**config.mk**
```make
export PLATFORM = sky130hd
export DESIGN_NAME = toc_top
export DESIGN_NICKNAME = d
export VERILOG_FILES = /design/src/hdl/toc_pkg.sv /design/src/hdl/toc_qual_if.sv /design/src/hdl/toc_qual.sv /design/src/hdl/toc_top.sv
export VERILOG_INCLUDE_DIRS = /design/src /design/src/hdl
export SDC_FILE = /design/constraint.sdc
export NUM_CORES = 2
export LEC_CHECK = 0
export BUFFER_PORTS_ARGS = -buffer_cell sky130_fd_sc_hd__clkbuf_2
export CORE_ASPECT_RATIO = 2
export CORE_MARGIN = 2
export CORE_UTILIZATION = 60
export DETAILED_ROUTE_END_ITERATION = 10
export HOLD_SLACK_MARGIN = 0.03
export PLACE_DENSITY_LB_ADDON = 0.1
export SYNTH_ARGS = -nofsm -noshare
export SYNTH_HDL_FRONTEND = slang
export SYNTH_SLANG_ARGS = --single-unit
export TNS_END_PERCENT = 100
```
**constraint.sdc**
```tcl
create_clock -name i_clk -period 195.5 [get_ports i_clk]
set_input_delay 48.875 -clock i_clk [delete_from_list [all_inputs] [get_ports i_clk]]
set_output_delay 48.875 -clock i_clk [all_outputs]
set_load 0.03 [all_outputs]
```
**src/hdl/toc_cfg.svh**
```systemverilog
/*
  constants of the threshold output controller: register word indices, control field
  positions, reset values and time-base figures.
  assumes inclusion by bare name from the design files.
*/
`ifndef TOC_CFG_SVH
`define TOC_CFG_SVH

// register word indices, one 16-bit word each
`define TOC_REG_CTRL 4'h0
`define TOC_REG_THR1 4'h1
`define TOC_REG_THR2 4'h2
`define TOC_REG_BAND 4'h3
`define TOC_REG_DEVLIM 4'h4
`define TOC_REG_PCTLIM 4'h5
`define TOC_REG_TON 4'h6
`define TOC_REG_TURN_OFF_DELAY 4'h7
`define TOC_REG_PWMLO 4'h8
`define TOC_REG_PWMHI 4'h9
`define TOC_REG_PERIOD 4'hA
`define TOC_REG_MINLOW 4'hB
`define TOC_REG_MINHIGH 4'hC
`define TOC_REG_FDUTY 4'hD
`define TOC_REG_SOURCE 4'hE
`define TOC_REG_STATUS 4'hF
`define TOC_NUM_CFG 15

// control word fields
`define TOC_CTRL_MODE_LSB 0
`define TOC_CTRL_UNIT_MIN 3
`define TOC_CTRL_FRESP_LSB 4
`define TOC_CTRL_PWM_FEN 6
`define TOC_CTRL_USE_FDUTY 7
`define TOC_CTRL_BEEP_AL 8
`define TOC_CTRL_BEEP_OUT 9
`define TOC_CTRL_SER_VAL 10

// status word fields
`define TOC_STAT_RELAY 0
`define TOC_STAT_ALARM 1
`define TOC_STAT_BEEP 2
`define TOC_STAT_PEND 3

// setting limits and reset values
`define TOC_BAND_MAX 16'h03E7
`define TOC_DELAY_MAX 16'h03E7
`define TOC_PERIOD_MAX 16'h270F
`define TOC_PCT_FULL 7'h64
`define TOC_CFG_RST 16'h0000

// time base: one step is 0.1 s, a minute step is 60 of those
`define TOC_CLK_NS 50
`define TOC_STEP_NS 100000000
`define TOC_STEPS_PER_MIN 6'h3C

`endif

```
**src/hdl/toc_pkg.sv**
```systemverilog
/*
  types of the threshold output controller.
  assumes the design files name every item as toc_pkg::name.
*/
package toc_pkg;

  // operating mode field of the control word
  typedef enum logic [2:0] {
    TOC_OUTPUT_DISABLED = 3'h0,
    TOC_DIRECT = 3'h1,
    TOC_INVERSE = 3'h2,
    TOC_WIN_INSIDE = 3'h3,
    TOC_WIN_OUTSIDE = 3'h4,
    TOC_PWM_OUTPUT_MODE = 3'h5
  } toc_mode_t;

  // alarm response of the switching modes
  typedef enum logic [1:0] {
    TOC_HOLD_STATE = 2'h0,
    TOC_FORCE_ON = 2'h1,
    TOC_FORCE_OFF = 2'h2
  } toc_fresp_t;

  // signal source selection
  typedef enum logic [1:0] {
    TOC_SRC_INPUT = 2'h0,
    TOC_SRC_REGULATOR = 2'h1,
    TOC_SRC_SERIAL = 2'h2
  } toc_src_t;

  // qualification timer state
  typedef struct packed {
    logic [15:0] count;
  } toc_qual_t;

  // state of the top module
  typedef struct packed {
    logic [14:0][15:0] cfg;
    logic [15:0] rdata;
    logic relay;
    logic led;
    logic beep;
    logic alarm;
    logic key_s1;
    logic key_s2;
    logic key_s3;
    logic [31:0] step_cnt;
    logic [5:0] min_cnt;
    logic step;
    logic min_step;
    logic [15:0] pos;
    logic [15:0] high_len;
  } toc_state_t;

endpackage : toc_pkg

```
**src/hdl/toc_qual_if.sv**
```systemverilog
/*
  carrier between the controller and one qualification timer.
  assumes both ends run on the same clock.
*/
`timescale 1ns/10ps
interface toc_qual_if;
  logic tick;         // one tenth-of-unit step
  logic arm;          // condition beyond the border
  logic [15:0] limit; // delay in tenths of the unit
  logic done;         // delay expired while armed
  modport ctl (output tick, output arm, output limit, input done);
  modport tmr (input tick, input arm, input limit, output done);
endinterface : toc_qual_if

```
**src/hdl/toc_qual.sv**
```systemverilog
/*
  qualification timer: counts unit steps while the arm condition holds.
  assumes tick is a one-cycle pulse on the common clock.
*/
`timescale 1ns/10ps
module toc_qual (
  input wire logic i_clk,  // system clock
  input wire logic i_srst, // synchronous reset
  toc_qual_if.tmr q        // timer port
);
  `include "toc_cfg.svh"

  toc_pkg::toc_qual_t st;      // registered state
  toc_pkg::toc_qual_t next_st; // next state

  // done as soon as the armed time reaches the limit; zero limit is immediate
  assign q.done = q.arm && (st.count >= q.limit);

  // count while armed, restart on every return inside the border
  always_comb
  begin
    next_st = st;
    if (!q.arm)
    begin
      next_st.count = 16'h0000;
    end
    else if (q.tick && (st.count != 16'hFFFF))
    begin
      next_st.count = st.count + 16'h0001;
    end
  end

  // state register
  always_ff @(posedge i_clk)
  begin
    if (i_srst)
    begin
      st <= '0;
    end
    else
    begin
      st <= next_st;
    end
  end

endmodule : toc_qual

```
**src/hdl/toc_top.sv**
```systemverilog
/*
  threshold output controller for one relay or open-collector output: threshold,
  window and pulse modes, qualification delays, alarm response, led and beeper.
  assumes the measured value, regulator figures and range error come from logic on
  i_clk; the key input comes from a pin and is synchronised here.
*/
// Our own choices: the register offsets and the address-and-strobe port.
// How it works
// - direct/inverse single threshold with deadband
// - window inside uses min/max thresholds
// - disabled mode holds output off unless force-on applies
// - deadband 0..999, band twice setting
// - inside deadband previous state kept
// - led lit whenever output closed
// - serial commanded state lost at reset
// - regulator acts on setpoint deviation limit
// - regulator acts on output percent limit
// - both limits nonzero need both
// - turn-on after qualified delay
// - turn-off after qualified delay
// - one selector: seconds or minutes
// - pulse mode ignores threshold settings
// - pulse duty 0% below, 100% above
// - pulse period from cycle length
// - minimum high/low per period
// - alarm: hold, force on, force off
// - pulse alarm: hold or fault duty
// - out of range is alarm except in disabled mode
// - force-on applies even when disabled
// - beeper on alarm or output activation
// - any key silences beeper
`timescale 1ns/10ps
`include "toc_cfg.svh"
module toc_top #(
  parameter int STEP_CYC = `TOC_STEP_NS / `TOC_CLK_NS // clocks per 0.1 s step
) (
  input wire logic i_clk,                 // 20 MHz clock
  input wire logic i_srst,                // synchronous reset, high
  input wire logic [3:0] i_addr,          // register word index
  input wire logic [15:0] i_wdata,        // write data
  input wire logic i_wr,                  // write strobe
  input wire logic i_rd,                  // read strobe
  output logic [15:0] o_rdata,            // read data, cycle after strobe
  input wire logic signed [15:0] i_value, // measured value
  input wire logic signed [15:0] i_first_threshold,  // regulator setpoint
  input wire logic [6:0] i_reg_pct,       // regulator output percent
  input wire logic i_range_err,           // measurement out of range
  input wire logic i_key,                 // any front-panel key, pin
  output logic o_relay,                   // output drive, high closes
  output logic o_led,                     // output indicator
  output logic o_beep,                    // beeper drive
  output logic o_alarm                    // alarm state
);

  toc_pkg::toc_state_t st;      // registered state
  toc_pkg::toc_state_t next_st; // next state
  toc_qual_if q_on ();          // turn-on timer link
  toc_qual_if q_off ();         // turn-off timer link

  // sign-extend a setting to the working width
  function automatic logic signed [17:0] sx(input logic [15:0] x);
    sx = {{2{x[15]}}, x};
  endfunction : sx

  // clamp a band or delay setting to its top value
  function automatic logic [15:0] clip(input logic [15:0] x, input logic [15:0] top);
    clip = (x > top) ? top : x;
  endfunction : clip

  // duty percent of the source between the two pulse limits
  function automatic logic [6:0] duty_of(input logic signed [17:0] v,
                                         input logic signed [17:0] lo,
                                         input logic signed [17:0] hi);
    logic signed [17:0] dn;
    logic signed [17:0] dd;
    logic [31:0] q;
    dn = v - lo;
    dd = hi - lo;
    q = 32'h0000_0000;
    if (v <= lo)
    begin
      duty_of = 7'h00;
    end
    else if (v >= hi)
    begin
      duty_of = `TOC_PCT_FULL;
    end
    else
    begin
      q = ({15'h0000, dn[16:0]} * 32'h0000_0064) / {15'h0000, dd[16:0]};
      duty_of = q[6:0];
    end
  endfunction : duty_of

  // high time of one period with the minimum times applied
  function automatic logic [15:0] high_of(input logic [15:0] per, input logic [6:0] pct,
                                          input logic [15:0] mlow,
                                          input logic [15:0] mhigh);
    logic [31:0] q;
    logic [15:0] h;
    q = ({16'h0000, per} * {25'h0000000, pct}) / 32'h0000_0064;
    h = q[15:0];
    if ((h != 16'h0000) && (h < mhigh))
    begin
      h = 16'h0000;
    end
    if ((h != per) && ((per - h) < mlow))
    begin
      h = per;
    end
    high_of = h;
  endfunction : high_of

  // decoded settings
  toc_pkg::toc_mode_t mode;
  toc_pkg::toc_fresp_t fresp;
  toc_pkg::toc_src_t src;
  logic signed [17:0] v;
  logic signed [17:0] t1;
  logic signed [17:0] t2;
  logic signed [17:0] lo_t;
  logic signed [17:0] hi_t;
  logic signed [17:0] hb;
  logic signed [17:0] dev;
  logic want_on;   // input beyond the turn-on border
  logic want_off;  // input beyond the turn-off border
  logic reg_dev;   // deviation condition met
  logic reg_pct;   // percent condition met
  logic sw_next;   // switching-mode output after qualification
  logic pwm_out;   // pulse-mode output
  logic [6:0] pct; // duty in use

  assign mode = toc_pkg::toc_mode_t'(st.cfg[`TOC_REG_CTRL][`TOC_CTRL_MODE_LSB +: 3]);
  assign fresp = toc_pkg::toc_fresp_t'(st.cfg[`TOC_REG_CTRL][`TOC_CTRL_FRESP_LSB +: 2]);
  assign src = toc_pkg::toc_src_t'(st.cfg[`TOC_REG_SOURCE][1:0]);
  assign v = {{2{i_value[15]}}, i_value};
  assign t1 = sx(st.cfg[`TOC_REG_THR1]);
  assign t2 = sx(st.cfg[`TOC_REG_THR2]);
  assign lo_t = (t1 < t2) ? t1 : t2;
  assign hi_t = (t1 < t2) ? t2 : t1;
  assign hb = sx(clip(st.cfg[`TOC_REG_BAND], `TOC_BAND_MAX));
  assign dev = {{2{i_first_threshold[15]}}, i_first_threshold} - v;

  // regulator conditions; a zero limit leaves its condition out
  assign reg_dev = (st.cfg[`TOC_REG_DEVLIM] == 16'h0000) ||
                   (dev >= sx(st.cfg[`TOC_REG_DEVLIM]));
  assign reg_pct = (st.cfg[`TOC_REG_PCTLIM] == 16'h0000) ||
                   ({9'h000, i_reg_pct} >= st.cfg[`TOC_REG_PCTLIM]);

  // border decode per mode; neither border inside the deadband zone
  always_comb
  begin
    want_on = 1'b0;
    want_off = 1'b0;
    if (src == toc_pkg::TOC_SRC_REGULATOR)
    begin
      want_on = reg_dev && reg_pct && ((st.cfg[`TOC_REG_DEVLIM] != 16'h0000) ||
                (st.cfg[`TOC_REG_PCTLIM] != 16'h0000) || (i_reg_pct != 7'h00));
      want_off = !want_on;
    end
    else
    begin
      case (mode)
        toc_pkg::TOC_DIRECT:
        begin
          want_on = v > (t1 + hb);
          want_off = v < (t1 - hb);
        end
        toc_pkg::TOC_INVERSE:
        begin
          want_on = v < (t1 - hb);
          want_off = v > (t1 + hb);
        end
        toc_pkg::TOC_WIN_INSIDE:
        begin
          want_on = (v > (lo_t + hb)) && (v < (hi_t - hb));
          want_off = (v < (lo_t - hb)) || (v > (hi_t + hb));
        end
        toc_pkg::TOC_WIN_OUTSIDE:
        begin
          want_on = (v < (lo_t - hb)) || (v > (hi_t + hb));
          want_off = (v > (lo_t + hb)) && (v < (hi_t - hb));
        end
        default:
        begin
          want_on = 1'b0;
          want_off = 1'b0;
        end
      endcase
    end
  end

  // qualification timers share one unit step
  assign q_on.tick = st.cfg[`TOC_REG_CTRL][`TOC_CTRL_UNIT_MIN] ? st.min_step : st.step;
  assign q_off.tick = q_on.tick;
  assign q_on.arm = want_on && !st.relay;
  assign q_off.arm = want_off && st.relay;
  assign q_on.limit = clip(st.cfg[`TOC_REG_TON], `TOC_DELAY_MAX);
  assign q_off.limit = clip(st.cfg[`TOC_REG_TURN_OFF_DELAY], `TOC_DELAY_MAX);

  toc_qual u_qual_on (
    .i_clk (i_clk),
    .i_srst (i_srst),
    .q (q_on.tmr)
  );

  toc_qual u_qual_off (
    .i_clk (i_clk),
    .i_srst (i_srst),
    .q (q_off.tmr)
  );

  // switching result: change only on an expired delay, else keep
  assign sw_next = q_on.done ? 1'b1 : (q_off.done ? 1'b0 : st.relay);

  // pulse duty: fault duty during alarm when so chosen
  assign pct = (st.alarm && st.cfg[`TOC_REG_CTRL][`TOC_CTRL_PWM_FEN] &&
                st.cfg[`TOC_REG_CTRL][`TOC_CTRL_USE_FDUTY]) ?
               ((st.cfg[`TOC_REG_FDUTY] > 16'h0064) ? `TOC_PCT_FULL :
                st.cfg[`TOC_REG_FDUTY][6:0]) :
               duty_of(v, sx(st.cfg[`TOC_REG_PWMLO]), sx(st.cfg[`TOC_REG_PWMHI]));
  assign pwm_out = (st.cfg[`TOC_REG_PERIOD] == 16'h0000) ? (pct == `TOC_PCT_FULL) :
                   (st.pos < st.high_len);

  // next state: bus, time base, output selection, beeper
  always_comb
  begin
    next_st = st;
    next_st.step = 1'b0;
    next_st.min_step = 1'b0;
    // register writes; status word is read only
    if (i_wr && (i_addr != `TOC_REG_STATUS))
    begin
      next_st.cfg[i_addr] = i_wdata;
    end
    // read data stand for the one cycle after the strobe
    if (i_rd)
    begin
      if (i_addr == `TOC_REG_STATUS)
      begin
        next_st.rdata = {12'h000, (q_on.arm || q_off.arm), st.beep, st.alarm, st.relay};
      end
      else
      begin
        next_st.rdata = st.cfg[i_addr];
      end
    end
    else
    begin
      next_st.rdata = 16'h0000;
    end
    // 0.1 s step and 0.1 min step
    if (st.step_cnt >= 32'(STEP_CYC - 1))
    begin
      next_st.step_cnt = 32'h0000_0000;
      next_st.step = 1'b1;
      if (st.min_cnt >= (`TOC_STEPS_PER_MIN - 6'h01))
      begin
        next_st.min_cnt = 6'h00;
        next_st.min_step = 1'b1;
      end
      else
      begin
        next_st.min_cnt = st.min_cnt + 6'h01;
      end
    end
    else
    begin
      next_st.step_cnt = st.step_cnt + 32'h0000_0001;
    end
    // pulse period position; duty latched at each period start
    if (st.step)
    begin
      if ((st.pos + 16'h0001) >= clip(st.cfg[`TOC_REG_PERIOD], `TOC_PERIOD_MAX))
      begin
        next_st.pos = 16'h0000;
        next_st.high_len = high_of(clip(st.cfg[`TOC_REG_PERIOD], `TOC_PERIOD_MAX), pct,
                                   st.cfg[`TOC_REG_MINLOW],
                                   st.cfg[`TOC_REG_MINHIGH]);
      end
      else
      begin
        next_st.pos = st.pos + 16'h0001;
      end
    end
    // alarm declared in active modes only
    next_st.alarm = i_range_err && (mode != toc_pkg::TOC_OUTPUT_DISABLED);
    // output selection
    if (i_range_err && (mode != toc_pkg::TOC_PWM_OUTPUT_MODE) &&
        (fresp == toc_pkg::TOC_FORCE_ON))
    begin
      next_st.relay = 1'b1;
    end
    else if (mode == toc_pkg::TOC_OUTPUT_DISABLED)
    begin
      next_st.relay = 1'b0;
    end
    else if (mode == toc_pkg::TOC_PWM_OUTPUT_MODE)
    begin
      if (st.alarm && st.cfg[`TOC_REG_CTRL][`TOC_CTRL_PWM_FEN] &&
          !st.cfg[`TOC_REG_CTRL][`TOC_CTRL_USE_FDUTY])
      begin
        next_st.relay = st.relay;
      end
      else
      begin
        next_st.relay = pwm_out;
      end
    end
    else if (i_range_err && (fresp == toc_pkg::TOC_FORCE_OFF))
    begin
      next_st.relay = 1'b0;
    end
    else if (i_range_err && (fresp == toc_pkg::TOC_HOLD_STATE))
    begin
      next_st.relay = st.relay;
    end
    else if (src == toc_pkg::TOC_SRC_SERIAL)
    begin
      next_st.relay = st.cfg[`TOC_REG_CTRL][`TOC_CTRL_SER_VAL];
    end
    else
    begin
      next_st.relay = sw_next;
    end
    next_st.led = next_st.relay;
    // key synchroniser and press edge
    next_st.key_s1 = i_key;
    next_st.key_s2 = st.key_s1;
    next_st.key_s3 = st.key_s2;
    if (st.key_s2 && !st.key_s3)
    begin
      next_st.beep = 1'b0;
    end
    // a new cause in the same cycle as a key press still sounds
    if ((next_st.alarm && !st.alarm && st.cfg[`TOC_REG_CTRL][`TOC_CTRL_BEEP_AL]) ||
        (next_st.relay && !st.relay && st.cfg[`TOC_REG_CTRL][`TOC_CTRL_BEEP_OUT]))
    begin
      next_st.beep = 1'b1;
    end
  end

  // state register; reset drops every setting and the serial state
  always_ff @(posedge i_clk)
  begin
    if (i_srst)
    begin
      st <= '0;
    end
    else
    begin
      st <= next_st;
    end
  end

  // outputs straight from flip-flops
  assign o_rdata = st.rdata;
  assign o_relay = st.relay;
  assign o_led = st.led;
  assign o_beep = st.beep;
  assign o_alarm = st.alarm;

endmodule : toc_top

```
## After elaboration in Yosys (flattened, before gate mapping)

Index checks and enable logic that the tools add are counted.

| word-level totals | value |
|---|---|
| output and inout bits | 20 |
| flip-flop bits (word level) | 366 |

| cells by class | value |
|---|---|
| equal/unequal tests | 16 |
| reduce and logical (&&, ||, !) cells | 56 |
| multiply operators | 2 |
| $lt $le $gt $ge | 26 |
| bitwise operators | 4 |
| $add $sub $neg | 15 |
| div/mod/pow operators | 2 |
| mux-type cells | 41 |

Operator list:

| cell | number |
|---|---|
| bitwise mux 240 bit | 1 |
| two-way mux 16 bit | 11 |
| subtractor 16 x 16 -> 17 bit | 4 |
| binary-select mux 16 bit (select 4 bit) | 1 |
| demux 16 bit (select 4 bit) | 1 |
| >= comparator 16 bit | 4 |
| less-than comparator 16 bit | 4 |
| adder 16 x 1 -> 16 bit, second input constant | 3 |
| greater-than comparator 16 x 10 -> 1 bit, second input constant | 3 |
| zero test 16 bit | 3 |
| nonzero test 16 bit | 3 |
| adder 18 x 16 -> 18 bit | 2 |
| greater-than comparator 16 x 18 -> 1 bit | 2 |
| less-than comparator 16 x 18 -> 1 bit | 2 |
| two-way mux 18 bit | 2 |
| subtractor 18 x 16 -> 18 bit | 2 |
| adder 32 x 1 -> 32 bit, second input constant | 1 |
| divider 23 x 7 -> 32 bit, second input constant | 1 |
| divider 24 x 17 -> 32 bit | 1 |
| >= comparator 32 x 21 -> 1 bit, second input constant | 1 |
| inequality test 16 bit, second input constant | 2 |
| two-way mux 7 bit | 4 |
| logical AND 1 bit | 26 |
| multiplier 16 x 7 -> 23 bit | 1 |
| 40 further kinds | 77 |

## Depth between registers and ports, before layout

| logic depth | value |
|---|---|
| depth after elaboration | 21 |
| mapped depth | 613 |

## By module

Synthesis repeated with hierarchy kept, for this count alone.

| unflattened totals | value |
|---|---|
| cells, all modules | 8,219 |
| area total of the unflattened synthesis | 61,049.8 µm² |

Modules (own cells, without submodules):

| module | area an instance (µm²) | sequential area each (µm²) | instances | cells each |
|---|---|---|---|---|
| toc_top | 58,602.5 | 6,686.4 | 1 | 7,923 |
| toc_qual | 1,223.7 | 320.3 | 2 | 148 |

## Worst setup path before layout

No wires, ideal clock.

| timing | value |
|---|---|
| path type | in2reg |
| start point | in i_value[0] |
| end point | reg st[10] (netlist name) |
| library setup time | 70 ps |
| stages on the path | 591 |
| buffers on the path | 52 |
| data arrival time | 166,019 ps |
| setup slack | 29,411 ps |
| path through | inv_1 > ha_1 > inv_1 > a21oi_1 > o21ai_0 > a21oi_1 > o21bai_1 > a21o_1 > a21o_1 > a21o_1 > a21o_1 > a21o_1 > a21o_1 > a21o_1 > a21o_1 > xnor2_1 > inv_1 > ha_1 > [555 not listed] > a21o_1 > a21o_1 > a21o_1 > a21o_1 > a21o_1 > a21o_1 > xor2_1 > ha_1 > nor2b_1 > o21ai_0 > nand2b_1 > a21o_1 > a21o_1 > or2_2 > buf_1 > nor2_1 > o21ai_0 > a21oi_1 |

| on the way | value |
|---|---|
| longest elaborated chain between the ends | 17 |

RTL lines:

| element | line | RTL |
|---|---|---|
| start, declared | toc_top.sv:44 | `input wire logic signed [15:0] i_value,` |
| subtractor 16 x 16 -> 17 bit | toc_top.sv:77 | `dn = v - lo;` |
| multiplier 17 x 5 -> 22 bit | toc_top.sv:90 | `q = ({15'h0000, dn[16:0]} * 32'h0000_0064) / {15'h0000, dd[16:0]};` |
| divider 24 x 17 -> 32 bit | toc_top.sv:90 |  |
| two-way mux 7 bit | toc_top.sv:84 | `else if (v >= hi)` |
| two-way mux 7 bit (*) | toc_top.sv:80 | `if (v <= lo)` |
| two-way mux 7 bit (*) | toc_top.sv:217 | `` assign pct = (st.alarm && st.cfg[`TOC_REG_CTRL][`TOC_CTRL_PWM_FEN] && `` |
| multiplier 16 x 7 -> 23 bit (*) | toc_top.sv:101 | `q = ({16'h0000, per} * {25'h0000000, pct}) / 32'h0000_0064;` |
| divider 23 x 7 -> 32 bit (*) | toc_top.sv:101 |  |
| less-than comparator 16 bit or nonzero test 16 bit (tied branches) | toc_top.sv:103 | `if ((h != 16'h0000) && (h < mhigh))` |
| logical AND 1 bit | toc_top.sv:103 |  |
| two-way mux 16 bit (*) | toc_top.sv:103 |  |
| two-way mux 16 bit (*) | toc_top.sv:274 | `` if ((st.pos + 16'h0001) >= clip(st.cfg[`TOC_REG_PERIOD], `TOC_PERIOD_MAX)) `` |
| two-way mux 16 bit (*) | toc_top.sv:272 | `if (st.step)` |
| subtractor 16 bit | toc_top.sv:107 | `if ((h != per) && ((per - h) < mlow))` |
| less-than comparator 16 bit | toc_top.sv:107 |  |
| logical AND 1 bit | toc_top.sv:107 |  |
| two-way mux 16 bit (*) | toc_top.sv:107 |  |
| end signal, assigned | toc_top.sv:352 | `st <= next_st;` |
| end, declared | toc_top.sv:55 | `toc_pkg::toc_state_t st;` |

Mark *: on every way between the ends. The rest lies on a longest branch, timed or not. The select of a mux whose other input is x is not followed.
A chain may end at the register's enable or synchronous reset.

## Final worst setup path

| timing | value |
|---|---|
| start point | in i_value[0] |
| end point | reg st[8] (netlist name) |

The elaborated chain is that of the path after synthesis.

==> metrics <==
outcome=finished, final reports clean; initial antenna violation count=11; GRT met1 Usage=0.377; TritonCTS Buffers=36; busiest metal layer after global routing=met2; H-tree depth=2; CTS Root Cell=clkbuf_16; crit path launch=i_value[0]; CTS tree=done; pre-CTS setup slack=approximately 17 ns; Post-CTS Setup Bufs=0; CTS resizes=0; cells after synthesis=approximately 8100; DRT Pass-1 Iters=6; clock sinks=roughly 370; Finish-stage setup viols=0; io pins=85; share of layout cells above drive strength 1=0.0670; WHS=0.459 ns; Worst Path Required=around 200 ns; fin crit share=0.920; fmax=~5.6 MHz; first-pass GRT wire length=approximately 330 mm; Vias=61900; setup TNS=0 ns; placer congestion estimate=between 1 and 1.5; drt drc=0; hold_buf cts=0; critical path's slowest cell=a211oi_1; Clk pin slew, worst setup/hold paths=approximately 0.07 ns; synthesized area per cell=~7.4 um^2; GRT met3 Usage=0.0575; vias in the first global route=61900; gr usage total=0.404; final setup margin=15.62 ns; clock tree buffer depth=3; Starting Density=0.603; worst reg2reg path endpoint=st[8]$_SDFFE_PP0P_; area grow syn2layout=5.02%; mapped cell area=60200 um^2; row cnt=between 150 and 200; Seq/Total Area, Yosys=0.122; Worst Tran Pin Value=about 1.4 ns; Critical R2R Launch=st[224]$_SDFFE_PP0P_; worst skew pair latency=just under 0.6 ns; initial DRC count=between 4000 and 5000; Synth Register Bits=366; most area-consuming cells after synthesis=ha_1 19%, dfxtp_1 12%, nand2_1 7.0%, a21oi_1 6.0%, xnor2_1 3.9%; worst reg2reg path depth=549; Worst Skew=between 0.02 and 0.03 ns; Hold Path Class=flop to flop; max_cap viols=0; Layout Nets=between 9000 and 10000; RSZ-0062 raised after global routing=false; ANT nets after route=0; yosys warns=0; Fin. Hold Viols=0; Setup CP Type=input port to flop; Avg WL per Cell=22.7 um; Primary FF master, synth=dfxtp_1; Worst Path Arrival=~180 ns; nature of the critical path endpoint=flop; crit-path most repeated cell=o21a_1; global route overflow=0; final cell utilization of the core=0.634; largest net degree at the start of global routing=173; post-DP HPWL=between 150 and 200 mm; worst-path fanout max=39; final WL=214 mm; Slew HR=0.0885; area leader, netlist=ha_1; Netlist cell types=roughly 130; Crit path largest cell delay=about 0.93 ns; die area=between 100000 and 150000 um^2; chip height=between 400 and 500 um; die width=approximately 230 um; fin crit period=between 150 and 200 ns; input/output buffers=between 80 and 90; pins over their slew limit=0; grt met2 use=0.743; core area=roughly 100000 um^2; Async SR Flop Fraction=0; Synth top area share=0.191; R2R setup slack=~64 ns; vias per inst=between 6 and 7; crit path to=st[8]$_SDFFE_PP0P_; crit path launch type=input port; Post-synth EDFFs=0
==> cell usage in the layout, fill, tap and decap left out, drive strengths merged, types with 166 or more instances in the layout <==
cell type and n:
nor3 306, o21a 238, nand3 176, o21ai 392, xor2 166, nand2 1116
a21o 187, nor2 600, inv 455, xnor2 267, a21oi 729, dfxtp 366
ha 920
==> cell usage after synthesis, drive strengths merged, types with 28 or more instances <==
| master | number |
|---|---|
| nand2b | 148 |
| o21a | 238 |
| xor2 | 166 |
| dfxtp | 366 |
| nand4 | 96 |
| mux2i | 69 |
| ha | 920 |
| nor2 | 600 |
| mux4 | 61 |
| nor4 | 62 |
| and4 | 28 |
| fa | 92 |
| nor2b | 138 |
| a31oi | 63 |
| mux2 | 109 |
| xnor2 | 267 |
| or3 | 90 |
| or2 | 50 |
| a211oi | 59 |
| nand2 | 1116 |
| and2 | 67 |
| a21oi | 729 |
| inv | 450 |
| a211o | 31 |
| buf | 71 |
| o211ai | 57 |
| and3 | 69 |
| a21o | 187 |
| nor3 | 306 |
| nand3 | 176 |
| o21ai | 392 |
| o21bai | 47 |
| o31ai | 127 |
| clkbuf | 222 |
==> kinds of logic after synthesis <==
group | Yosys count | synth area share
buffers and inverters | 746 | 0.0491
other | 2 | 0.000125
flip-flops | 366 | 0.122
XOR/XNOR | 433 | 0.0633
AO/OA/AOI/OAI | 2268 | 0.248
adder cells (fa/ha/maj) | 1013 | 0.222
AND/OR/NAND/NOR | 3037 | 0.241
multiplexers | 239 | 0.0550
==> flip-flops by register name, indices dropped and copies added (netlist names) <==
register       cells
st               306
o_rdata           16
u_qual_off.st     16
u_qual_on.st      16
mode               3
fresp              2
next_st            2
src                2
o_alarm            1
o_beep             1
o_led              1
==> worst min-delay path by stage <==
stage	startpoint	end	slack, ns	cells past startpoint
floorplan	next_st[73]$_SDFF_PP0_	next_st[72]$_SDFF_PP0_	0.41	1
global placement	next_st[73]$_SDFF_PP0_	next_st[72]$_SDFF_PP0_	0.44	1
detailed placement	st[327]$_SDFFE_PP0P_	st[327]$_SDFFE_PP0P_	0.45	2
CTS	st[327]$_SDFFE_PP0P_	st[327]$_SDFFE_PP0P_	0.46	2
global route	st[106]$_SDFFE_PP0P_	st[106]$_SDFFE_PP0P_	0.47	2
finish	st[327]$_SDFFE_PP0P_	st[327]$_SDFFE_PP0P_	0.46	2
==> through the flow <==
step	cells	area [um^2]
floorplan	8183	60500
global route	9436	63200
global placement	9364	61900
CTS	9428	63200
detailed placement	9364	61900
finish	9437	63200
==> worst max-delay path: cells and delay by family <==
family | cells | cell delay (ns)
AOI/OAI and AO/OA | 341 | 79.01
xor gates and xnor gates | 4 | 1.08
adders and majority gates | 40 | 12.00
buffers and inverters | 26 | 5.89
muxes | 10 | 3.11
and+or+nand+nor | 130 | 30.18
==> area by class of cell <==
cell class / count / area (um^2)
multi-input combinational: 7071 / 50300
fill: 9383 / 36500
sequential: 366 / 7330
inverter: 453 / 1700
tap: 1328 / 1660
clock buffer: 46 / 978
timing repair buffer: 146 / 910
clock inverter: 18 / 279
antenna: 9 / 22.5
==> per-layer routing <==
layer  routed length [um]  vias to the layer above
li1                     -                    29300
met1                70800                    29000
met2               106000                     2382
met3                11800                     1172
met4                25400                        2
met5                   18                        -
Power is not shown: default switching activity piles up to over one toggle a cycle in this logic, so the estimate is an artifact.
